### src/pkg/camera_dsp_control_regs_defines.vh
// constants for the camera image-processor control register bank
`ifndef CAMERA_DSP_CONTROL_REGS_DEFINES_VH
`define CAMERA_DSP_CONTROL_REGS_DEFINES_VH
// ------------------------------------------------------------
// serial control bus identity
// ------------------------------------------------------------
`define DEV_ADDR_WR          8'h60
`define DEV_ADDR_RD          8'h61
// ------------------------------------------------------------
// register offsets
// ------------------------------------------------------------
`define OFS_BYPASS           8'h05
`define OFS_QUANT            8'h44
`define OFS_DIV_CTRL         8'h50
`define OFS_WIN_W            8'h51
`define OFS_WIN_H            8'h52
`define OFS_OFF_X            8'h53
`define OFS_OFF_Y            8'h54
`define OFS_SIZE_HI          8'h55
`define OFS_DP_SEL           8'h56
`define OFS_W_BIT9           8'h57
`define OFS_OUT_W            8'h5A
`define OFS_OUT_H            8'h5B
`define OFS_OUT_HI           8'h5C
`define OFS_FX_ADDR          8'h7C
`define OFS_FX_DATA          8'h7D
`define OFS_EN_B             8'h86
`define OFS_EN_C             8'h87
`define OFS_SIZE_LO          8'h8C
`define OFS_IMG_W            8'hC0
`define OFS_IMG_H            8'hC1
`define OFS_EN_MAIN          8'hC2
`define OFS_EN_A             8'hC3
`define OFS_PCLK_DIV         8'hD3
`define OFS_FORMAT           8'hDA
`define OFS_BANK             8'hFF
// ------------------------------------------------------------
// reset values
// ------------------------------------------------------------
`define RST_BYPASS           1'h1
`define RST_QUANT            8'h0C
`define RST_WIN_W            8'h40
`define RST_WIN_H            8'hF0
`define RST_SIZE_HI          8'h08
`define RST_OUT_W            8'h58
`define RST_OUT_H            8'h48
`define RST_EN_B             8'h0D
`define RST_EN_C             8'h50
`define RST_IMG_W            8'h80
`define RST_IMG_H            8'h60
`define RST_EN_MAIN          8'h0C
`define RST_EN_A             8'hFF
`define RST_PCLK_DIV         8'h82
`define RST_BANK             8'h00
// ------------------------------------------------------------
// field values and timing
// ------------------------------------------------------------
`define BANK_DSP             8'h00
`define FMT_RAW10            2'h1
`define PCLK_AUTO_DIV        7'h02
`endif

### src/verilog/camera_dsp_control_regs.v
// image-processor control register bank with serial slave and parallel video launch
`include "camera_dsp_control_regs_defines.vh"
module camera_dsp_control_regs (
    input  wire        mclk,
    input  wire        rst_n,
    input  wire        sd_in,
    input  wire        sc_in,
    output reg         sd_out,
    output reg         sd_oe,
    input  wire        sensor_line,
    input  wire        sensor_frame,
    input  wire [9:0]  raw_pixel,
    input  wire [15:0] dsp_pixel,
    output reg         pixel_take,
    output reg         pclk,
    output reg         line_valid,
    output reg         frame_sync,
    output reg  [9:0]  pix_out,
    output reg         dsp_bypass,
    output reg  [7:0]  quant_scale,
    output reg  [7:0]  divider_control,
    output reg  [7:0]  dp_select,
    output reg  [7:0]  module_enable_b,
    output reg  [7:0]  module_enable_c,
    output reg  [7:0]  module_enable_main,
    output reg  [7:0]  module_enable_a,
    output wire [9:0]  window_width,
    output wire [8:0]  window_height,
    output wire [10:0] offset_x,
    output wire [10:0] offset_y,
    output wire [9:0]  output_width,
    output wire [8:0]  output_height,
    output wire [3:0]  zoom_rate,
    output wire [11:0] image_width,
    output wire [10:0] image_height
);
    // ------------------------------------------------------------
    // storage
    // ------------------------------------------------------------
    reg  [7:0] window_width_low;
    reg  [7:0] window_height_low;
    reg  [7:0] offset_x_low;
    reg  [7:0] offset_y_low;
    reg  [7:0] size_offset_high;
    reg        width_bit9;
    reg  [7:0] out_width_low;
    reg  [7:0] out_height_low;
    reg  [7:0] out_size_high_zoom;
    reg  [3:0] effect_indirect_addr;
    reg  [5:0] size_low_bits;
    reg  [7:0] image_width_mid;
    reg  [7:0] image_height_mid;
    reg  [7:0] pixel_clock_divider;
    reg  [7:0] output_format_select;
    reg  [7:0] bank_select;
    reg  [7:0] special_effects [0:15];

    // composed fields for the processing stages
    assign window_width  = {width_bit9, size_offset_high[3], window_width_low};
    assign window_height = {size_offset_high[7], window_height_low};
    assign offset_x      = {size_offset_high[2:0], offset_x_low};
    assign offset_y      = {size_offset_high[6:4], offset_y_low};
    assign output_width  = {out_size_high_zoom[1:0], out_width_low};
    assign output_height = {out_size_high_zoom[2], out_height_low};
    assign zoom_rate     = out_size_high_zoom[7:4];
    assign image_width   = {size_low_bits[6-1], image_width_mid, size_low_bits[4:2]};
    assign image_height  = {image_height_mid, size_low_bits[1:0], 1'b0};

    // ------------------------------------------------------------
    // serial bus input synchronisers and edge detection
    // ------------------------------------------------------------
    reg sc_s1;
    reg sc_s2;
    reg sc_q;
    reg sd_s1;
    reg sd_s2;
    reg sd_q;

    // two flip-flops before any logic, a third for edges
    always @(posedge mclk) begin
        if (!rst_n) begin
            sc_s1 <= 1'b1;
            sc_s2 <= 1'b1;
            sc_q  <= 1'b1;
            sd_s1 <= 1'b1;
            sd_s2 <= 1'b1;
            sd_q  <= 1'b1;
        end else begin
            sc_s1 <= sc_in;
            sc_s2 <= sc_s1;
            sc_q  <= sc_s2;
            sd_s1 <= sd_in;
            sd_s2 <= sd_s1;
            sd_q  <= sd_s2;
        end
    end

    wire sc_rise = sc_s2 & ~sc_q;
    wire sc_fall = ~sc_s2 & sc_q;
    wire bus_start = sc_s2 & sc_q & sd_q & ~sd_s2;
    wire bus_stop  = sc_s2 & sc_q & ~sd_q & sd_s2;

    // ------------------------------------------------------------
    // serial slave state machine
    // ------------------------------------------------------------
    localparam ST_IDLE = 3'h0;
    localparam ST_ID   = 3'h1;
    localparam ST_SUB  = 3'h2;
    localparam ST_WR   = 3'h3;
    localparam ST_RD   = 3'h4;

    reg  [2:0] state;
    reg  [3:0] bit_cnt;
    reg  [7:0] shreg;
    reg  [7:0] sub_addr;
    reg        rd_req;
    reg  [7:0] rd_data;

    wire byte_done = sc_fall & (bit_cnt == 4'h8);
    wire ack_done  = sc_fall & (bit_cnt == 4'h9);
    wire id_match  = ({shreg[7:1], 1'b0} == `DEV_ADDR_WR);
    wire wr_stb    = byte_done & (state == ST_WR);

    // read mux: bank decoded live on each access
    always @* begin
        rd_data = 8'h00;
        if (sub_addr == `OFS_BANK) begin
            rd_data = bank_select;
        end else if (bank_select == `BANK_DSP) begin
            case (sub_addr)
                `OFS_BYPASS:   rd_data = {7'h00, dsp_bypass};
                `OFS_QUANT:    rd_data = quant_scale;
                `OFS_DIV_CTRL: rd_data = divider_control;
                `OFS_WIN_W:    rd_data = window_width_low;
                `OFS_WIN_H:    rd_data = window_height_low;
                `OFS_OFF_X:    rd_data = offset_x_low;
                `OFS_OFF_Y:    rd_data = offset_y_low;
                `OFS_SIZE_HI:  rd_data = size_offset_high;
                `OFS_DP_SEL:   rd_data = dp_select;
                `OFS_W_BIT9:   rd_data = {width_bit9, 7'h00};
                `OFS_OUT_W:    rd_data = out_width_low;
                `OFS_OUT_H:    rd_data = out_height_low;
                `OFS_OUT_HI:   rd_data = out_size_high_zoom;
                `OFS_FX_ADDR:  rd_data = {4'h0, effect_indirect_addr};
                `OFS_FX_DATA:  rd_data = special_effects[effect_indirect_addr];
                `OFS_EN_B:     rd_data = module_enable_b;
                `OFS_EN_C:     rd_data = module_enable_c;
                `OFS_SIZE_LO:  rd_data = {2'h0, size_low_bits};
                `OFS_IMG_W:    rd_data = image_width_mid;
                `OFS_IMG_H:    rd_data = image_height_mid;
                `OFS_EN_MAIN:  rd_data = module_enable_main;
                `OFS_EN_A:     rd_data = module_enable_a;
                `OFS_PCLK_DIV: rd_data = pixel_clock_divider;
                `OFS_FORMAT:   rd_data = output_format_select;
                default:       rd_data = 8'h00;
            endcase
        end
    end

    // bit shifting, acknowledge and read-out on the clock line edges
    always @(posedge mclk) begin
        if (!rst_n) begin
            state    <= ST_IDLE;
            bit_cnt  <= 4'h0;
            shreg    <= 8'h00;
            sub_addr <= 8'h00;
            rd_req   <= 1'b0;
            sd_out   <= 1'b0;
            sd_oe    <= 1'b0;
        end else if (bus_start) begin
            state   <= ST_ID;
            bit_cnt <= 4'h0;
            sd_oe   <= 1'b0;
        end else if (bus_stop) begin
            state   <= ST_IDLE;
            sd_oe   <= 1'b0;
        end else if (state == ST_RD) begin
            if (sc_fall) begin
                if (bit_cnt < 4'h7) begin
                    shreg   <= {shreg[6:0], 1'b0};
                    sd_oe   <= ~shreg[6];
                    bit_cnt <= bit_cnt + 4'h1;
                end else begin
                    sd_oe <= 1'b0;                                        // master answers no-ack
                    state <= ST_IDLE;
                end
            end
        end else if (state != ST_IDLE) begin
            if (sc_rise && bit_cnt < 4'h8) begin
                shreg   <= {shreg[6:0], sd_s2};
                bit_cnt <= bit_cnt + 4'h1;
            end else if (byte_done) begin
                bit_cnt <= 4'h9;
                if (state == ST_ID) begin
                    if (id_match) begin
                        rd_req <= shreg[0];
                        sd_oe  <= 1'b1;
                    end else begin
                        state <= ST_IDLE;
                    end
                end else begin
                    if (state == ST_SUB) begin
                        sub_addr <= shreg;
                    end
                    sd_oe <= 1'b1;
                end
            end else if (ack_done) begin
                bit_cnt <= 4'h0;
                sd_oe   <= 1'b0;
                case (state)
                    ST_ID: begin
                        if (rd_req) begin
                            state <= ST_RD;
                            shreg <= rd_data;
                            sd_oe <= ~rd_data[7];
                        end else begin
                            state <= ST_SUB;
                        end
                    end
                    ST_SUB:  state <= ST_WR;
                    default: state <= ST_WR;
                endcase
            end
        end
    end

    // ------------------------------------------------------------
    // register file writes
    // ------------------------------------------------------------
    wire bank_dsp = (bank_select == `BANK_DSP);
    wire wr_dsp   = wr_stb & bank_dsp;

    // writable registers of the image-processor bank
    always @(posedge mclk) begin
        if (!rst_n) begin
            bank_select          <= `RST_BANK;
            dsp_bypass           <= `RST_BYPASS;
            quant_scale          <= `RST_QUANT;
            divider_control      <= 8'h00;
            window_width_low     <= `RST_WIN_W;
            window_height_low    <= `RST_WIN_H;
            offset_x_low         <= 8'h00;
            offset_y_low         <= 8'h00;
            size_offset_high     <= `RST_SIZE_HI;
            dp_select            <= 8'h00;
            width_bit9           <= 1'b0;
            out_width_low        <= `RST_OUT_W;
            out_height_low       <= `RST_OUT_H;
            out_size_high_zoom   <= 8'h00;
            effect_indirect_addr <= 4'h0;
            module_enable_b      <= `RST_EN_B;
            module_enable_c      <= `RST_EN_C;
            size_low_bits        <= 6'h00;
            image_width_mid      <= `RST_IMG_W;
            image_height_mid     <= `RST_IMG_H;
            module_enable_main   <= `RST_EN_MAIN;
            module_enable_a      <= `RST_EN_A;
            pixel_clock_divider  <= `RST_PCLK_DIV;
            output_format_select <= 8'h00;
        end else if (wr_stb && sub_addr == `OFS_BANK) begin
            bank_select <= shreg;
        end else if (wr_dsp) begin
            case (sub_addr)
                `OFS_BYPASS:   dsp_bypass           <= shreg[0];
                `OFS_QUANT:    quant_scale          <= shreg;
                `OFS_DIV_CTRL: divider_control      <= shreg;
                `OFS_WIN_W:    window_width_low     <= shreg;
                `OFS_WIN_H:    window_height_low    <= shreg;
                `OFS_OFF_X:    offset_x_low         <= shreg;
                `OFS_OFF_Y:    offset_y_low         <= shreg;
                `OFS_SIZE_HI:  size_offset_high     <= shreg;
                `OFS_DP_SEL:   dp_select            <= shreg;
                `OFS_W_BIT9:   width_bit9           <= shreg[7];
                `OFS_OUT_W:    out_width_low        <= shreg;
                `OFS_OUT_H:    out_height_low       <= shreg;
                `OFS_OUT_HI:   out_size_high_zoom   <= shreg;
                `OFS_FX_ADDR:  effect_indirect_addr <= shreg[3:0];
                `OFS_EN_B:     module_enable_b      <= shreg;
                `OFS_EN_C:     module_enable_c      <= shreg;
                `OFS_SIZE_LO:  size_low_bits        <= shreg[5:0];
                `OFS_IMG_W:    image_width_mid      <= shreg;
                `OFS_IMG_H:    image_height_mid     <= shreg;
                `OFS_EN_MAIN:  module_enable_main   <= shreg;
                `OFS_EN_A:     module_enable_a      <= shreg;
                `OFS_PCLK_DIV: pixel_clock_divider  <= shreg;
                `OFS_FORMAT:   output_format_select <= shreg;
                default:       bank_select          <= bank_select;
            endcase
        end
    end

    // effect table behind the indirect data port, one entry per index
    genvar gi;
    generate
        for (gi = 0; gi < 16; gi = gi + 1) begin : g_fx
            always @(posedge mclk) begin
                if (!rst_n) begin
                    special_effects[gi] <= 8'h00;
                end else if (wr_dsp && sub_addr == `OFS_FX_DATA && effect_indirect_addr == gi) begin
                    special_effects[gi] <= shreg;
                end
            end
        end
    endgenerate

    // ------------------------------------------------------------
    // pixel clock generation
    // ------------------------------------------------------------
    wire       fmt_jpeg  = output_format_select[4];
    wire       fmt_y8    = output_format_select[6];
    wire       fmt_swap  = output_format_select[0];
    wire       line_valid_vs   = output_format_select[1];
    wire       raw_path  = dsp_bypass | (output_format_select[3:2] == `FMT_RAW10);
    wire [6:0] div_field = pixel_clock_divider[7] ? `PCLK_AUTO_DIV : pixel_clock_divider[6:0];
    wire [6:0] div_base  = (div_field == 7'h00) ? 7'h01 : div_field;
    wire [7:0] half_per  = raw_path ? {div_base, 1'b0} : {1'b0, div_base};

    reg  [7:0] pc_cnt;
    wire       pc_wrap  = (pc_cnt >= half_per - 8'h01);
    wire       pc_fall  = pc_wrap & pclk;

    // half-period counter toggles the pixel clock
    always @(posedge mclk) begin
        if (!rst_n) begin
            pc_cnt <= 8'h00;
            pclk   <= 1'b0;
        end else if (pc_wrap) begin
            pc_cnt <= 8'h00;
            pclk   <= ~pclk;
        end else begin
            pc_cnt <= pc_cnt + 8'h01;
        end
    end

    // ------------------------------------------------------------
    // parallel video launch
    // ------------------------------------------------------------
    reg        byte_phase;
    reg  [7:0] second_byte;
    wire       next_line = (fmt_jpeg & line_valid_vs) ? sensor_frame : sensor_line;

    // everything changes together with the pixel clock falling, except pixel_take, which drops again one cycle later
    always @(posedge mclk) begin
        if (!rst_n) begin
            line_valid  <= 1'b0;
            frame_sync  <= 1'b0;
            pix_out     <= 10'h000;
            byte_phase  <= 1'b0;
            second_byte <= 8'h00;
            pixel_take  <= 1'b0;
        end else begin
            pixel_take <= 1'b0;
            if (pc_fall) begin
                line_valid <= next_line;
                frame_sync <= sensor_frame;
                if (!next_line) begin
                    byte_phase <= 1'b0;
                    pix_out    <= 10'h000;
                end else if (raw_path) begin
                    pix_out    <= raw_pixel;
                    pixel_take <= 1'b1;
                end else if (fmt_y8) begin
                    pix_out    <= {2'h0, dsp_pixel[15:8]};
                    pixel_take <= 1'b1;
                end else if (!byte_phase) begin
                    byte_phase  <= 1'b1;
                    pix_out     <= {2'h0, fmt_swap ? dsp_pixel[7:0] : dsp_pixel[15:8]};
                    second_byte <= fmt_swap ? dsp_pixel[15:8] : dsp_pixel[7:0];
                    pixel_take  <= 1'b1;
                end else begin
                    byte_phase <= 1'b0;
                    pix_out    <= {2'h0, second_byte};
                end
            end
        end
    end

endmodule

### config.mk
export PLATFORM = sky130hd
export DESIGN_NAME = camera_dsp_control_regs
export DESIGN_NICKNAME = d
export VERILOG_FILES = /design/src/verilog/camera_dsp_control_regs.v
export VERILOG_INCLUDE_DIRS = /design/src /design/src/pkg
export SDC_FILE = /design/constraint.sdc
export NUM_CORES = 1
export LEC_CHECK = 0
export BUFFER_PORTS_ARGS = -buffer_cell sky130_fd_sc_hd__buf_4
export CORE_MARGIN = 1.5
export CORE_UTILIZATION = 40
export CTS_BUF_LIST = sky130_fd_sc_hd__clkbuf_4
export DETAILED_ROUTE_END_ITERATION = 16
export MAX_ROUTING_LAYER = met4
export REMOVE_ABC_BUFFERS = 1
export SLEW_MARGIN = 10
export SYNTH_ARGS = -nofsm -noshare
export SYNTH_HDL_FRONTEND = slang
export SYNTH_SLANG_ARGS = --single-unit
### constraint.sdc
create_clock -name mclk -period 5.21 [get_ports mclk]
set_input_delay 0 -clock mclk [delete_from_list [all_inputs] [get_ports mclk]]
set_output_delay 0 -clock mclk [all_outputs]
set_load 0.05 [all_outputs]
# Yosys cells after proc, flatten, opt, wreduce, memory -nomap -nowiden
# Memories as Yosys holds them, arrays and structs flattened. A register that Yosys moved wholly into a read port is not among the register bits.
# Cells that the tools add are included.
dict set report classes {
  add_sub_neg 3
  n_mul 0
  n_div 0
  magnitude_cmp 3
  eq_ne 63
  shift 0
  muxes 126
  bitwise 47
  n_reduce_logical 67
}
# operator n
set ops {}
lappend ops {{2-to-1 mux 8 bit} 32}
lappend ops {{one-hot mux 8 bit (24 select lines)} 1}
lappend ops {{== test 8 x 7 -> 1 bit, second input constant} 14}
lappend ops {{== test 8 bit, second input constant} 10}
lappend ops {{AND reduction 3 bit} 25}
lappend ops {{2-to-1 mux 1 bit} 69}
lappend ops {{== test 4 bit, second input constant} 10}
lappend ops {{2-to-1 mux 4 bit} 9}
lappend ops {{2-to-1 mux 3 bit} 11}
lappend ops {{2-to-1 mux 10 bit} 2}
lappend ops {{logical AND 1 bit} 19}
lappend ops {{inverter 1 bit} 17}
lappend ops {{bitwise OR 1 bit} 17}
lappend ops {{== test 4 x 3 -> 1 bit, second input constant} 4}
lappend ops {{inequality test 4 bit, second input constant} 4}
lappend ops {{AND reduction 8 bit} 2}
lappend ops {{AND reduction 5 bit} 3}
lappend ops {{nonzero test 3 bit} 5}
lappend ops {{2-to-1 mux 7 bit} 2}
lappend ops {{AND reduction 7 bit} 2}
lappend ops {{bitwise AND 1 bit} 13}
lappend ops {{inequality test 2 bit, second input constant} 5}
lappend ops {{AND reduction 9 bit} 1}
lappend ops {{adder 8 x 1 -> 8 bit, second input constant} 1}
lappend ops {{26 further kinds} 31}
dict set report word_totals {
  register_bits 234
  latch_bits 0
  ram_bits 128
  romBits 0
  output_inout_bits 160
  mem_count 1
}
# memory words word_bits rd rd_clocked_by_memory_dff write_ports line
set mem_list {}
lappend mem_list {special_effects 16 8 1 1 16 camera_dsp_control_regs.v:56} ;# reg [7:0] special_effects [0:15];

# Longest topological paths before layout
# Gate-level depths: netlist of the first run.
dict set report logic_depth {
  depth_word 12
  ltp_mapped 17
  ltp_nobuf 15
}

# Worst setup path before layout of the first run
# OpenSTA, ideal clock, no wires.
dict set report synth_timing {
  path_type {flip-flop to flip-flop}
  startpoint {register dsp_bypass}
  endpoint {register pix_out[1]}
  t_arrival_ps 3729
  setup_slack_ps 1421
  path_stages_with_launch 17
  n_path_buf 2
  synth_period_minus_slack_ps 3789
  cell_sequence {dfxtp_1 > a21o_1 > clkbuf_1 > nor2_1 > a21oi_1 > ha_1 > a21boi_0 > a21boi_0 > o22ai_1 > ha_1 > and3_1 > a221o_1 > a31oi_1 > o21ai_1 > a21oi_1 > clkbuf_1 > a22o_1}
}
dict set report synth_between {
  elab_chain_len 5
}
# item line
set synth_lines {}
lappend synth_lines {{start, declared} camera_dsp_control_regs.v:19} ;# output reg dsp_bypass,
lappend synth_lines {{start signal, assigned} camera_dsp_control_regs.v:237} ;# dsp_bypass <= `RST_BYPASS;
lappend synth_lines {{start signal, assigned} camera_dsp_control_regs.v:264} ;# `OFS_BYPASS: dsp_bypass <= shreg[0];
lappend synth_lines {{bitwise OR 1 bit (*)} camera_dsp_control_regs.v:313} ;# wire raw_path = dsp_bypass | (output_format_select[3:2] == `FMT_RAW10);
lappend synth_lines {{2-to-1 mux 8 bit} camera_dsp_control_regs.v:316} ;# wire [7:0] half_per = raw_path ? {div_base, 1'b0} : {1'b0, div_base};
lappend synth_lines {{subtractor 8 x 1 -> 8 bit} camera_dsp_control_regs.v:319} ;# wire pc_wrap = (pc_cnt >= half_per - 8'h01);
lappend synth_lines {{>= comparator 8 bit} camera_dsp_control_regs.v:319}
lappend synth_lines {{bitwise AND 1 bit} camera_dsp_control_regs.v:320} ;# wire pc_fall = pc_wrap & pclk;
lappend synth_lines {{end signal, assigned} camera_dsp_control_regs.v:360} ;# pix_out <= raw_pixel;
lappend synth_lines {{end signal, assigned} camera_dsp_control_regs.v:363} ;# pix_out <= {2'h0, dsp_pixel[15:8]};
lappend synth_lines {{end signal, assigned} camera_dsp_control_regs.v:367} ;# pix_out <= {2'h0, fmt_swap ? dsp_pixel[7:0] : dsp_pixel[15:8]};
lappend synth_lines {{end, declared} camera_dsp_control_regs.v:18} ;# output reg [9:0] pix_out,
# Mark *: on every way between the ends. The rest lies on a longest branch, timed or not.
# A chain may end at the register's enable or synchronous reset.

# Final worst setup path of the first run
dict set report layout_timing {
  startpoint {register dsp_bypass}
  endpoint {register pix_out[3]}
}
# Same word-level chain as after synthesis.

==> results of run 1 <==
area by class of cell:
cell class	count	area, um2
inverter	13	51.30
sequential	366	8612
timing repair buffer	279	2247
antenna	1	2.502
multi-input combinational	1234	8447
tap	592	740.7
clock inverter	17	122.6
clock buffer	155	1164
fill	4207	22740
worst max-delay path by stage:
stage / startpoint / end / slack [ns] / cells past startpoint
floorplan: dsp_bypass$_SDFFE_PN1P_ / pix_out[8]$_SDFFE_PN0N_ / 1.05 / 14
global placement: output_format_select[3]$_SDFFE_PN0P_ / pix_out[3]$_SDFFE_PN0N_ / 0.80 / 15
detailed placement: output_format_select[3]$_SDFFE_PN0P_ / pix_out[5]$_SDFFE_PN0N_ / 0.64 / 15
CTS: dsp_bypass$_SDFFE_PN1P_ / pix_out[5]$_SDFFE_PN0N_ / 0.04 / 15
global route: dsp_bypass$_SDFFE_PN1P_ / pix_out[3]$_SDFFE_PN0N_ / 0.1 / 15
finish: dsp_bypass$_SDFFE_PN1P_ / pix_out[3]$_SDFFE_PN0N_ / 0.44 / 15
power by group:
part / internal, uW / switching [uW]
Clock: 1440 / 1230
Combinational: 169 / 292
Sequential: 3010 / 56.9
cell families after synthesis:
group	Yosys count
AOI/OAI and AO/OA	295
xor gates and xnor gates	11
adders and majority gates	13
buffers and inverters	169
DFF	366
muxes	201
other	1
and+or+nand+nor	712
repair_timing:
action / in CTS / in global routing
hold endpoints to repair: 154 / 0
resized for setup: 0 / 2
buffers inserted: 0 / 0
setup endpoints to repair: 0 / 10
hold buffers: 61 / 0
synthesized netlist by cell type (all sizes together), types with 4 or more instances:
library cell  count
dfxtp           238
a21o              8
a211oi            6
a22oi            28
a21boi            5
nor2            187
a221o             6
buf              76
clkbuf           80
mux4             36
a32o              4
o21a              4
and3             14
or2               7
inv              12
ha               13
or4b              4
xnor2             5
nor3             59
nand2b           17
nor4              6
nor3b             5
mux2i           150
nand2           181
and2            124
nor2b            12
xor2              6
a21oi            88
o22ai             6
o21bai            5
nand3b            8
o21ai            56
nand3            51
a22o             20
a32oi             5
edfxtp          128
nand4            10
and4bb            4
o211ai           11
mux2             15
or3               4
a31oi             9
a221oi           10
metrics by stage:
stage / total power, uW / instance area [um2] / utilization / hold slack [ns]
final: 6197 / 21390 / 0.4847 / 0.1359
after global routing: 6445 / 21390 / 0.4847 / 0.1056
after CTS: 6239 / 21380 / 0.4845 / 0.06385
after detailed placement: 3557 / 19480 / 0.4415 / 0.2302
after global placement: 3551 / 19480 / 0.4415 / 0.2374
after floorplan: 3389 / 17100 / - / 0.06194
critical path, cell delays in order, from the launching register on:
cell and delay [ns]:
sky130_fd_sc_hd__dfxtp_1 0.41, sky130_fd_sc_hd__a21o_2 0.42, sky130_fd_sc_hd__nor2_1 0.10, sky130_fd_sc_hd__a21oi_1 0.13, sky130_fd_sc_hd__ha_1 0.19, sky130_fd_sc_hd__a21boi_0 0.38
sky130_fd_sc_hd__a21boi_0 0.16, sky130_fd_sc_hd__o22ai_1 0.19, sky130_fd_sc_hd__ha_1 0.27, sky130_fd_sc_hd__and3_1 0.16, sky130_fd_sc_hd__a221o_1 0.29, sky130_fd_sc_hd__a31oi_1 0.21
sky130_fd_sc_hd__o21ai_1 0.35, sky130_fd_sc_hd__a21oi_2 0.60, sky130_fd_sc_hd__a22o_1 0.24, sky130_fd_sc_hd__dlygate4sd3_1 0.55
layer usage:
layer / track usage / vias up / part of all wire
met1: 0.3686 / 7418 / 0.43
met4: 0.1131 / 0 / 0.032
met2: 0.4040 / 759 / 0.45
met3: 0.04879 / 102 / 0.086
met5: - / - / 0
li1: - / 6850 / -
==> impl_summary.txt, run 1 <==
----------------------------------------------------
[Placement]
  Number of buffer cells added on primary ports ... 189
  Half-perimeter wire length after detailed placement ... 41.71 mm
  Worst slack at placement ... 0.6393 ns
  Routability cong. ... 0.9065
  Number of instances in the placed design ... 2423

[Clock tree]
  Number of CTS-inserted buffers ... 97
  Total number of clock tree sinks ... 366
  TritonCTS clock tree ... yes
  Root buffer cell ... sky130_fd_sc_hd__clkbuf_4
  Clock latency at the later pin of the worst-skew pair ... 0.84 ns
  Maximum count of clock buffers along a single path ... 3
  CTS H-tree depth ... 3
  Clock-pin transition on the worst setup and hold timing paths ... 0.07 ns

[Worst setup path]
  Launching element type of the critical path ... flip-flop
  Crit path max fanout ... 25
  R2R Path End ... pix_out[3]$_SDFFE_PN0N_
  Required @ worst endpoint ... 5.93 ns
  Worst Setup End Kind ... flip-flop
  Launch point of the worst reg-to-reg path ... dsp_bypass$_SDFFE_PN1P_
  Worst r2r path cells ... 15
  Type of the setup path with the least slack ... flip-flop to flip-flop
  Setup slack of the worst register-to-register path ... 0.44 ns
  Data arrival, critical path ... 5.49 ns

[Synth]
  Count of flip-flops with a built-in enable after synthesis ... 128
  Share of the yosys chip area belonging to registers ... 0.4823
  #FFs+latches synth ... 366
  Async set-reset flop share out of synthesis ... 0
  Netlist cell types ... 96
  Synthesized-area fraction occupied by ao, oa, aoi and oai cells ... 0.1116
  Xor and xnor area share after synthesis ... 0.005397
  Most used flip-flop cell after synthesis ... sky130_fd_sc_hd__dfxtp_1
  Post-Syn Area per Cell ... 10.10 um2
  Combined area of all synthesized cells ... 17850 um2
  Share of Yosys cell area claimed by the top area cell type ... 0.2669
  Number of warnings issued by yosys ... 0
  Simple logic cell fraction of the synthesized area ... 0.2074
  Number of instances in the synthesized netlist ... 1768
  Post-synthesis cell type with the largest combined area ... sky130_fd_sc_hd__dfxtp_1
  Combinational family with the most area after synthesis ... simple AND/OR/NAND/NOR gates
  Multiplexer fraction of the synthesized cell area ... 0.1390
  Adder and majority gate portion of the synthesized area ... 0.009113
  Top area cells in the synthesized netlist ... sky130_fd_sc_hd__dfxtp_1 27%, sky130_fd_sc_hd__edfxtp_1 22%, sky130_fd_sc_hd__mux2i_1 8.4%

[Die]
  Initial standard-cell utilization of the core ... 0.4045
  Site Rows ... 77
  Total I/O pin count ... 192
  Core Region ... 44120 um2
  Die outline width ... 214.2 um
  Die Span Y ... 214.2 um
  Area of the die ... 45900 um2

[Route]
  1st-pass router iterations ... 5
  Drt drc ... 0
  Overall routed net length ... 61.45 mm
  Post-DR wirelength/cell ... 23.13 um
  1st-iter DRT viols ... 1752
  Via-to-Cell Ratio ... 5.694
  Vias after detailed routing ... 15130
  Final ANT Viol Nets ... 0

[STA]
  Post-route clock period utilization ... 0.9158
  Total setup violations reported at the end of the flow ... 0
  Worst slew margin relative to its limit ... 0.2014
  Unrepaired setup endpoints after global routing ... no
  Post-route setup TNS ... 0 ns
  Shortest period the worst path allows ... 4.772 ns
  Setup slack of the critical path after layout ... 0.4385 ns
  Final hold violation count ... 0
  Worst Tran Pin Value ... 1.185 ns
  Maximum clock rate ... 209.6 MHz
  Pins Over Slew Limit ... 0
  Final Skew ... 0.06605 ns

[Pwr]
  Leakage power summed over all cells ... 0.007970 uW
  Maximum vdd drop ... 0.1444 mV
  Pwr dens ... 289.8 nW/um2

[Global routing]
  Via count of the first global-routing pass ... 15000
  Initial antenna violation count ... 2
  Overall track demand over capacity in global routing ... 0.2729
  Global-route wire length before repair ... 93.12 mm
  Total overflow reported by the global router ... 0
  Maximum number of pins on one net before global-route repair ... 83

[Final layout]
  Area Growth Syn to Fin ... 19.82%
  Total Nets Final ... 2036
  Most frequent standard cell in the layout excluding fill and tap cells ... sky130_fd_sc_hd__dfxtp_1
  Commonest cells after routing, fill and taps aside ... 235 x sky130_fd_sc_hd__dfxtp_1, 218 x sky130_fd_sc_hd__buf_4, 180 x sky130_fd_sc_hd__nand2_1
  Flip-flop count of the largest register, all copies and words added ... 128
  Largest registers ... special_effects x128, pix_out x10
  Most flops, register ... special_effects
  Share of final-layout standard cells stronger than drive strength 1 ... 0.2340
  Non-filler instance count after layout ... 2657

[Min path]
  HP Start ... rst_n
  Tightest Hold Check Type ... input pin to flip-flop
  Instance count along the most critical hold path ... 3
  End point of the worst hold path ... module_enable_a[5]$_SDFFE_PN1P_

[Outcome]
  Result of the run ... complete, no violations

[Flow run]
  Max-cap violations ... 0

----------------------------------------------------
No activity file was read; power rests on OpenSTA's default activity.
==> run 2, diff against run 1 <==
- ABC_AREA: default -> 1
==> impl_summary.txt, run 2 <==
----------------------------------------------------
[STA]
  Total setup violations reported at the end of the flow ... 0 (unchanged)
  Final hold violation count ... 0 (unchanged)
  Post-route setup TNS ... 0 ns (unchanged)
  Shortest period the worst path allows ... 4.478 ns (was 4.772 ns)
  Pins Over Slew Limit ... 0 (unchanged)
  Maximum clock rate ... 223.3 MHz (was 209.6 MHz)
  Worst Tran Pin Value ... 1.219 ns (was 1.185 ns)
  Final Skew ... 0.07821 ns (was 0.06605 ns)
  Unrepaired setup endpoints after global routing ... no (unchanged)
  Worst slew margin relative to its limit ... 0.1785 (was 0.2014)
  Post-route clock period utilization ... 0.8595 (was 0.9158)

[Clock tree]
  Root buffer cell ... sky130_fd_sc_hd__clkbuf_4 (unchanged)
  Clock latency at the later pin of the worst-skew pair ... 0.84 ns (about the same)
  CTS H-tree depth ... 3 (unchanged)
  TritonCTS clock tree ... yes (unchanged)
  Clock-pin transition on the worst setup and hold timing paths ... 0.06 ns (was 0.07 ns)
  Total number of clock tree sinks ... 366 (unchanged)
  Maximum count of clock buffers along a single path ... 3 (unchanged)
  Number of CTS-inserted buffers ... 97 (unchanged)

[Global routing]
  Initial antenna violation count ... 1 (was 2)
  Overall track demand over capacity in global routing ... 0.2706 (was 0.2729)
  Global-route wire length before repair ... 90.29 mm (was 93.12 mm)
  Via count of the first global-routing pass ... 16200 (was 15000)
  Total overflow reported by the global router ... 0 (unchanged)
  Maximum number of pins on one net before global-route repair ... 71 (was 83)

[Synth]
  Synth cell count leaders ... 524 x sky130_fd_sc_hd__nand2_1, 311 x sky130_fd_sc_hd__nor2_1, 238 x sky130_fd_sc_hd__dfxtp_1 (was 238 x sky130_fd_sc_hd__dfxtp_1, 180 x sky130_fd_sc_hd__nand2_1, 179 x sky130_fd_sc_hd__nor2_1)
  Post-Syn Area per Cell ... 7.593 um2 (was 10.10 um2)
  Number of warnings issued by yosys ... 0 (unchanged)
  Combined area of all synthesized cells ... 17450 um2 (was 17850 um2)
  Share of Yosys cell area claimed by the top area cell type ... 0.2731 (was 0.2669)
  Number of instances in the synthesized netlist ... 2298 (was 1768)
  Async set-reset flop share out of synthesis ... 0 (unchanged)
  Top area cells in the synthesized netlist ... sky130_fd_sc_hd__dfxtp_1 27%, sky130_fd_sc_hd__edfxtp_1 22%, sky130_fd_sc_hd__nand2_1 11% (was sky130_fd_sc_hd__dfxtp_1 27%, sky130_fd_sc_hd__edfxtp_1 22%, sky130_fd_sc_hd__mux2i_1 8.4%)
  #FFs+latches synth ... 366 (unchanged)
  Share of the yosys chip area belonging to registers ... 0.4934 (was 0.4823)
  Most used flip-flop cell after synthesis ... sky130_fd_sc_hd__dfxtp_1 (unchanged)
  Post-synthesis cell type with the largest combined area ... sky130_fd_sc_hd__dfxtp_1 (unchanged)
  Dominant cell by count in the synthesized netlist ... sky130_fd_sc_hd__nand2_1 (was sky130_fd_sc_hd__dfxtp_1)
  Count of flip-flops with a built-in enable after synthesis ... 128 (unchanged)
  Netlist cell types ... 41 (was 96)

[Route]
  Vias after detailed routing ... 16950 (was 15130)
  Drt drc ... 0 (unchanged)
  1st-pass router iterations ... 7 (was 5)
  Overall routed net length ... 59.39 mm (was 61.45 mm)
  Post-DR wirelength/cell ... 18.59 um (was 23.13 um)
  Final ANT Viol Nets ... 0 (unchanged)
  1st-iter DRT viols ... 1238 (was 1752)
  Via-to-Cell Ratio ... 5.305 (was 5.694)

[Pwr]
  Share of total power in combinational logic ... 0.084 (was 0.074)
  Pwr dens ... 298.7 nW/um2 (was 289.8 nW/um2)
  Leakage power summed over all cells ... 0.008942 uW (was 0.007970 uW)
  Switching part of the total ... 0.2614 (was 0.2547)
  Maximum vdd drop ... 0.1570 mV (was 0.1444 mV)
  Net switching power figure ... 1651 uW (was 1579 uW)
  Fraction of power consumed by the clock network ... 0.427 (was 0.430)
  Part of the power in registers ... 0.489 (was 0.496)
  Internal power of the cells ... 4665 uW (was 4619 uW)

[Worst setup path]
  Launch point of the worst reg-to-reg path ... output_format_select[3]$_SDFFE_PN0P_ (was dsp_bypass$_SDFFE_PN1P_)
  Setup slack of the worst register-to-register path ... 0.73 ns (was 0.44 ns)
  Largest stage delay, worst path ... 0.56 ns (was 0.60 ns)
  Crit path max fanout ... 15 (was 25)
  Data arrival, critical path ... 5.17 ns (was 5.49 ns)
  Cells along the critical path ... inv_1 > a21oi_4 > clkinv_1 > o21ai_0 > inv_1 > nor3_1 > nand2_1 > xnor2_1 > ha_1 > nand2_1 > nor2_1 > nand4_1 > o2111ai_1 > nand2_1 > clkinvlp_4 > nand3_1 > nor2_1 > nor2_1 > dlygate4sd3_1 (was a21o_2 > nor2_1 > a21oi_1 > ha_1 > a21boi_0 > a21boi_0 > o22ai_1 > ha_1 > and3_1 > a221o_1 > a31oi_1 > o21ai_1 > a21oi_2 > a22o_1 > dlygate4sd3_1)
  Launching element type of the critical path ... flip-flop (unchanged)
  Required @ worst endpoint ... 5.90 ns (was 5.93 ns)
  Type of the setup path with the least slack ... flip-flop to flip-flop (unchanged)
  Standard cell with the maximum stage delay on the critical path ... sky130_fd_sc_hd__dlygate4sd3_1 (was sky130_fd_sc_hd__a21oi_2)
  Worst Setup End Kind ... flip-flop (unchanged)
  Worst setup path startpoint ... output_format_select[3]$_SDFFE_PN0P_ (was dsp_bypass$_SDFFE_PN1P_)

[Final layout]
  Commonest cells after routing, fill and taps aside ... 524 x sky130_fd_sc_hd__nand2_1, 310 x sky130_fd_sc_hd__nor2_1, 237 x sky130_fd_sc_hd__dfxtp_1 (was 235 x sky130_fd_sc_hd__dfxtp_1, 218 x sky130_fd_sc_hd__buf_4, 180 x sky130_fd_sc_hd__nand2_1)
  Share of final-layout standard cells stronger than drive strength 1 ... 0.1614 (was 0.2340)
  Filler cell count ... 4273 (was 4207)
  Most flops, register ... special_effects (unchanged)
  Largest registers ... special_effects x128, pix_out x10 (unchanged)
  Most frequent standard cell in the layout excluding fill and tap cells ... sky130_fd_sc_hd__nand2_1 (was sky130_fd_sc_hd__dfxtp_1)
  Flip-flop count of the largest register, all copies and words added ... 128 (unchanged)
  Total Nets Final ... 2577 (was 2036)
  Non-filler instance count after layout ... 3195 (was 2657)
  Area Growth Syn to Fin ... 21.17% (was 19.82%)

[Die]
  Die outline width ... 211.9 um (was 214.2 um)
  Initial standard-cell utilization of the core ... 0.4050 (was 0.4045)
  Die Span Y ... 211.9 um (was 214.2 um)
  Site Rows ... 76 (was 77)
  Total I/O pin count ... 192 (unchanged)
  Core Region ... 43080 um2 (was 44120 um2)
  Area of the die ... 44880 um2 (was 45900 um2)

[Placement]
  Number of instances in the placed design ... 2954 (was 2423)
  Number of buffer cells added on primary ports ... 189 (unchanged)
  Routability cong. ... 0.9732 (was 0.9065)
  Half-perimeter wire length after detailed placement ... 39.78 mm (was 41.71 mm)

[Min path]
  Tightest Hold Check Type ... input pin to flip-flop (unchanged)
  HP Start ... rst_n (unchanged)

[Flow run]
  Max-cap violations ... 0 (unchanged)

[Outcome]
  Result of the run ... complete, no violations (unchanged)

----------------------------------------------------
==> run 2: changes by cell type in the layout (fill, tap and decap cells not counted), moves of 34 or more <==
| cell | previous run | this run |
|---|---|---|
| sky130_fd_sc_hd__inv_1 | 11 | 168 |
| sky130_fd_sc_hd__nor2_1 | 179 | 310 |
| sky130_fd_sc_hd__and2_1 | 124 | 0 |
| sky130_fd_sc_hd__nand2_1 | 180 | 524 |
| sky130_fd_sc_hd__mux2i_1 | 150 | 0 |
| sky130_fd_sc_hd__mux4_2 | 36 | 0 |
| sky130_fd_sc_hd__nand3_1 | 49 | 213 |
| sky130_fd_sc_hd__o211ai_1 | 11 | 45 |
| sky130_fd_sc_hd__a21oi_1 | 85 | 172 |
| sky130_fd_sc_hd__o21ai_0 | 50 | 189 |
==> run 2: repair_timing <==
action / in CTS / in global routing
hold endpoints to repair: 59 / 0
hold buffers: 63 / 0
buffers inserted: 0 / 1
endpoints found under the setup margin: 0 / 19
gates resized for setup: 0 / 2
==> run 2: layout make-up <==
type	instances	area, um2	share of cell area
inverter	178	671.9	0.03178
multi-input combinational	1612	7571	0.3581
sequential	366	8610	0.4072
tap	585	732.0	0.03462
clock buffer	159	1194	0.05646
timing repair buffer	277	2237	0.1058
clock inverter	17	123.9	0.005859
antenna	1	2.502	0.0001184
==> run 2: metrics by stage <==
step	power, uW	setup WS, ns	util	area (um2)	hold WS [ns]
2_1_floorplan	3447	1.070	-	16830	0.06884
3_3_place_gp	3638	0.8975	0.4451	19170	0.1952
3_5_place_dp	3644	0.6772	0.4451	19170	0.1930
4_1_cts	6358	0.1065	0.4903	21120	0.2158
5_1_grt	6591	0.3077	0.4908	21140	0.2855
6_report	6316	0.7320	0.4908	21140	0.2820
==> run 2: kinds of logic (layout without fill, tap and decap cells) <==
family / count (synthesis) / in the layout / share of synthesized area
compound gates: 450 / 450 / 0.1408
xor+xnor: 9 / 9 / 0.004518
fa+ha+maj: 13 / 13 / 0.009323
buf+inv: 321 / 631 / 0.07379
flops: 366 / 366 / 0.4934
other cells: 1 / 3 / 0.0002149
simple gates: 1138 / 1138 / 0.2779
==> run 2: path summary, 6_finish.rpt <==
path                            depth (start not counted)                           to
worst max-delay path                                   19  second_byte[5]$_SDFFE_PN0P_
worst min-delay path                                    3              sd_q$_SDFF_PN1_
worst max register to register                         19  second_byte[5]$_SDFFE_PN0P_
worst min register to register                          1             sd_s2$_SDFF_PN1_
==> run 2: metal layers <==
layer  track usage  wire [um]  share of wire  vias up
met5             -          0              0        -
met3       0.06186       4721          0.079      125
met4        0.1150       2006          0.034        0
met1        0.3245      24590           0.41     7942
li1              -          -              -     8212
met2        0.4370      28070           0.47      670
==> run 2: critical path: cells and delay by family (launching register included) <==
family	cells	cell delay, ns
flip-flops	1	0.35
XOR/XNOR	1	0.15
AO/OA/AOI/OAI	3	0.58
buffers and inverters	5	1.16
AND/OR/NAND/NOR	9	1.78
adder cells (fa/ha/maj)	1	0.31
==> run 2: power by group through the flow <==
stage                     Sequential [uW]  Clock (uW)  Combinational, uW
after CTS                            3090        2750                523
after floorplan                      3170           0                276
after detailed placement             3150           0                492
final                                3090        2700                528
after global routing                 3100        2910                587
after global placement               3150           0                487
==> run 3, diff against run 2 <==
- CORE_UTILIZATION: 40 -> 56
- PLACE_DENSITY: default -> 0.77
==> impl_summary.txt, run 3 (synthesized netlist as in run 2, its figures left out) <==
----------------------------------------------------
[Global routing]
  Global-route wire length before repair ... 86.33 mm (was 90.29 mm)
  Total overflow reported by the global router ... 0 (unchanged)
  Maximum number of pins on one net before global-route repair ... 83 (was 71)
  Via count of the first global-routing pass ... 16240 (was 16200)
  Initial antenna violation count ... 1 (unchanged)
  Overall track demand over capacity in global routing ... 0.3467 (was 0.2706)

[Final layout]
  Most flops, register ... special_effects (unchanged)
  Total Nets Final ... 2553 (was 2577)
  Area Growth Syn to Fin ... 17.77% (was 21.17%)
  Post-route standard cell area excluding fillers ... 20550 um2 (was 21140 um2)
  Most frequent standard cell in the layout excluding fill and tap cells ... sky130_fd_sc_hd__nand2_1 (unchanged)
  Post-route core utilization ... 0.6718 (was 0.4908)
  Filler cell count ... 2631 (was 4273)
  Non-filler instance count after layout ... 2974 (was 3195)
  Share of final-layout standard cells stronger than drive strength 1 ... 0.1552 (was 0.1614)
  Flip-flop count of the largest register, all copies and words added ... 128 (unchanged)
  Largest registers ... special_effects x128, pix_out x10 (unchanged)
  Commonest cells after routing, fill and taps aside ... 524 x sky130_fd_sc_hd__nand2_1, 310 x sky130_fd_sc_hd__nor2_1, 237 x sky130_fd_sc_hd__dfxtp_1 (unchanged)

[STA]
  Unrepaired setup endpoints after global routing ... no (unchanged)
  Hold Slack ... 0.07859 ns (was 0.2820 ns)
  Final hold violation count ... 0 (unchanged)
  Post-route clock period utilization ... 0.8824 (was 0.8595)
  Maximum clock rate ... 217.5 MHz (was 223.3 MHz)
  Total setup violations reported at the end of the flow ... 0 (unchanged)
  Pins Over Slew Limit ... 0 (unchanged)
  Worst slew margin relative to its limit ... 0.1452 (was 0.1785)
  Worst Tran Pin Value ... 1.277 ns (was 1.219 ns)
  Final Skew ... 0.06624 ns (was 0.07821 ns)
  Post-route setup TNS ... 0 ns (unchanged)
  Shortest period the worst path allows ... 4.597 ns (was 4.478 ns)

[Clock tree]
  Root buffer cell ... sky130_fd_sc_hd__clkbuf_4 (unchanged)
  Post-CTS setup buffer count ... 0 (unchanged)
  TritonCTS clock tree ... yes (unchanged)
  Number of CTS-inserted buffers ... 94 (was 97)
  Hold_buf cts ... 47 (was 63)
  CTS H-tree depth ... 3 (unchanged)
  Total number of clock tree sinks ... 366 (unchanged)
  Clock latency at the later pin of the worst-skew pair ... 0.75 ns (was 0.84 ns)
  # resized after CTS ... 0 (unchanged)
  Clock-pin transition on the worst setup and hold timing paths ... 0.07 ns (was 0.06 ns)
  Maximum count of clock buffers along a single path ... 3 (unchanged)

[Min path]
  Tightest Hold Check Type ... input pin to flip-flop (unchanged)
  HP Start ... sensor_frame (was rst_n)

[Worst setup path]
  Launching element type of the critical path ... flip-flop (unchanged)
  Required @ worst endpoint ... 5.88 ns (was 5.90 ns)
  Kind of cell adding the most delay to the critical path ... buffers and inverters (was simple AND/OR/NAND/NOR gates)
  Worst setup path startpoint ... output_format_select[3]$_SDFFE_PN0P_ (unchanged)
  Setup slack of the worst register-to-register path ... 0.61 ns (was 0.73 ns)
  Worst Setup End Kind ... flip-flop (unchanged)
  Combined buffer and inverter count along the critical path ... 7 (was 5)
  Crit path max fanout ... 18 (was 15)
  Data arrival, critical path ... 5.27 ns (was 5.17 ns)
  Standard cell with the maximum stage delay on the critical path ... sky130_fd_sc_hd__dlygate4sd3_1 (unchanged)
  Cells along the critical path ... inv_1 > a21oi_2 > buf_4 > clkinv_1 > buf_4 > o21ai_0 > inv_1 > nor3_1 > nand2_1 > xnor2_1 > ha_1 > nand2_1 > nor2_1 > nand4_1 > o2111ai_1 > nand2_1 > inv_1 > nand4_1 > dlygate4sd3_1 > a21oi_1 (was inv_1 > a21oi_4 > clkinv_1 > o21ai_0 > inv_1 > nor3_1 > nand2_1 > xnor2_1 > ha_1 > nand2_1 > nor2_1 > nand4_1 > o2111ai_1 > nand2_1 > clkinvlp_4 > nand3_1 > nor2_1 > nor2_1 > dlygate4sd3_1)
  Type of the setup path with the least slack ... flip-flop to flip-flop (unchanged)
  Launch point of the worst reg-to-reg path ... output_format_select[3]$_SDFFE_PN0P_ (unchanged)
  Largest stage delay, worst path ... 0.60 ns (was 0.56 ns)

[Pwr]
  Pwr dens ... 293.3 nW/um2 (was 298.7 nW/um2)
  Leakage power summed over all cells ... 0.008753 uW (was 0.008942 uW)
  Maximum vdd drop ... 0.1642 mV (was 0.1570 mV)

[Placement]
  Number of instances in the placed design ... 2761 (was 2954)
  Number of buffer cells added on primary ports ... 189 (unchanged)
  Placed inst area ... 18910 um2 (was 19170 um2)
  Routability cong. ... 1.012 (was 0.9732)
  Half-perimeter wire length after detailed placement ... 37.38 mm (was 39.78 mm)

[Route]
  Post-DR wirelength/cell ... 18.77 um (was 18.59 um)
  Vias after detailed routing ... 17220 (was 16950)
  1st-iter DRT viols ... 1817 (was 1238)
  Drt drc ... 0 (unchanged)
  Overall routed net length ... 55.83 mm (was 59.39 mm)
  1st-pass router iterations ... 9 (was 7)
  Final ANT Viol Nets ... 0 (unchanged)
  Via-to-Cell Ratio ... 5.791 (was 5.305)

[Die]
  Total I/O pin count ... 192 (unchanged)
  Site Rows ... 64 (was 76)
  Core Region ... 30590 um2 (was 43080 um2)
  Die outline width ... 179.5 um (was 211.9 um)
  Area of the die ... 32230 um2 (was 44880 um2)
  Die Span Y ... 179.5 um (was 211.9 um)
  Initial standard-cell utilization of the core ... 0.5704 (was 0.4050)

[Flow run]
  Max-cap violations ... 0 (unchanged)

[Outcome]
  Result of the run ... complete, no violations (unchanged)

----------------------------------------------------
run 3: cell types whose count changed in the layout (fill, tap and decap cells not counted), moves of 2 or more:
cell                            delta
sky130_fd_sc_hd__buf_4             -5
sky130_fd_sc_hd__bufinv_16         -2
sky130_fd_sc_hd__clkbuf_4         -18
sky130_fd_sc_hd__clkinv_1          +4
sky130_fd_sc_hd__clkinv_2          +3
sky130_fd_sc_hd__dlygate4sd3_1    -16
run 3: path summary, 6_finish.rpt:
path | depth (start not counted) | endpoint
setup reg to reg | 20 | second_byte[2]$_SDFFE_PN0P_
setup / recovery | 20 | second_byte[2]$_SDFFE_PN0P_
hold / removal | 4 | frame_sync$_SDFFE_PN0N_
hold reg to reg | 1 | sc_s2$_SDFF_PN1_
run 3: power breakdown:
| group | internal, uW | switching [uW] | leakage [uW] |
|---|---|---|---|
| Combinational | 154 | 362 | 0.00491 |
| Clock | 1240 | 1190 | 0.000707 |
| Sequential | 3040 | 53.5 | 0.00314 |
| Total | 4430 | 1600 | 0.00875 |
run 3: final cells by class:
cell class | count | area (um2) | share of cell area
Antenna cell | 1 | 2.502 | 0.0001218
Clock buffer | 141 | 1059 | 0.05151
Clock inverter | 24 | 111.4 | 0.005419
Inverter | 178 | 668.1 | 0.03252
Multi-Input combinational cell | 1612 | 7564 | 0.3681
Sequential cell | 366 | 8610 | 0.4190
Tap cell | 396 | 495.5 | 0.02411
Timing Repair Buffer | 256 | 2039 | 0.09925
run 3: metal layers:
layer	track usage	routed length, um	vias to the layer above	share of wire
li1	-	-	8151	-
met1	0.4121	21200	7881	0.38
met2	0.5574	26400	1011	0.47
met3	0.07334	5707	179	0.10
met4	0.1750	2518	0	0.045
met5	-	0	-	0
run 3: through the flow:
step | worst slack, ns | power, uW
4_1_cts | 0.7397 | 6044
3_5_place_dp | 0.9158 | 3633
2_1_floorplan | 1.070 | 3447
3_3_place_gp | 1.155 | 3618
5_1_grt | 0.02848 | 6263
6_report | 0.6128 | 6027
run 3: worst reg2reg max path, stage by stage, from the launching register on:
cell and delay [ns]:
sky130_fd_sc_hd__dfxtp_1 0.35, sky130_fd_sc_hd__inv_1 0.06, sky130_fd_sc_hd__a21oi_2 0.11, sky130_fd_sc_hd__buf_4 0.23, sky130_fd_sc_hd__clkinv_1 0.09, sky130_fd_sc_hd__buf_4 0.20, sky130_fd_sc_hd__o21ai_0 0.26, sky130_fd_sc_hd__inv_1 0.10
sky130_fd_sc_hd__nor3_1 0.44, sky130_fd_sc_hd__nand2_1 0.12, sky130_fd_sc_hd__xnor2_1 0.16, sky130_fd_sc_hd__ha_1 0.31, sky130_fd_sc_hd__nand2_1 0.06, sky130_fd_sc_hd__nor2_1 0.13, sky130_fd_sc_hd__nand4_1 0.13, sky130_fd_sc_hd__o2111ai_1 0.16
sky130_fd_sc_hd__nand2_1 0.31, sky130_fd_sc_hd__inv_1 0.43, sky130_fd_sc_hd__nand4_1 0.15, sky130_fd_sc_hd__dlygate4sd3_1 0.60, sky130_fd_sc_hd__a21oi_1 0.15
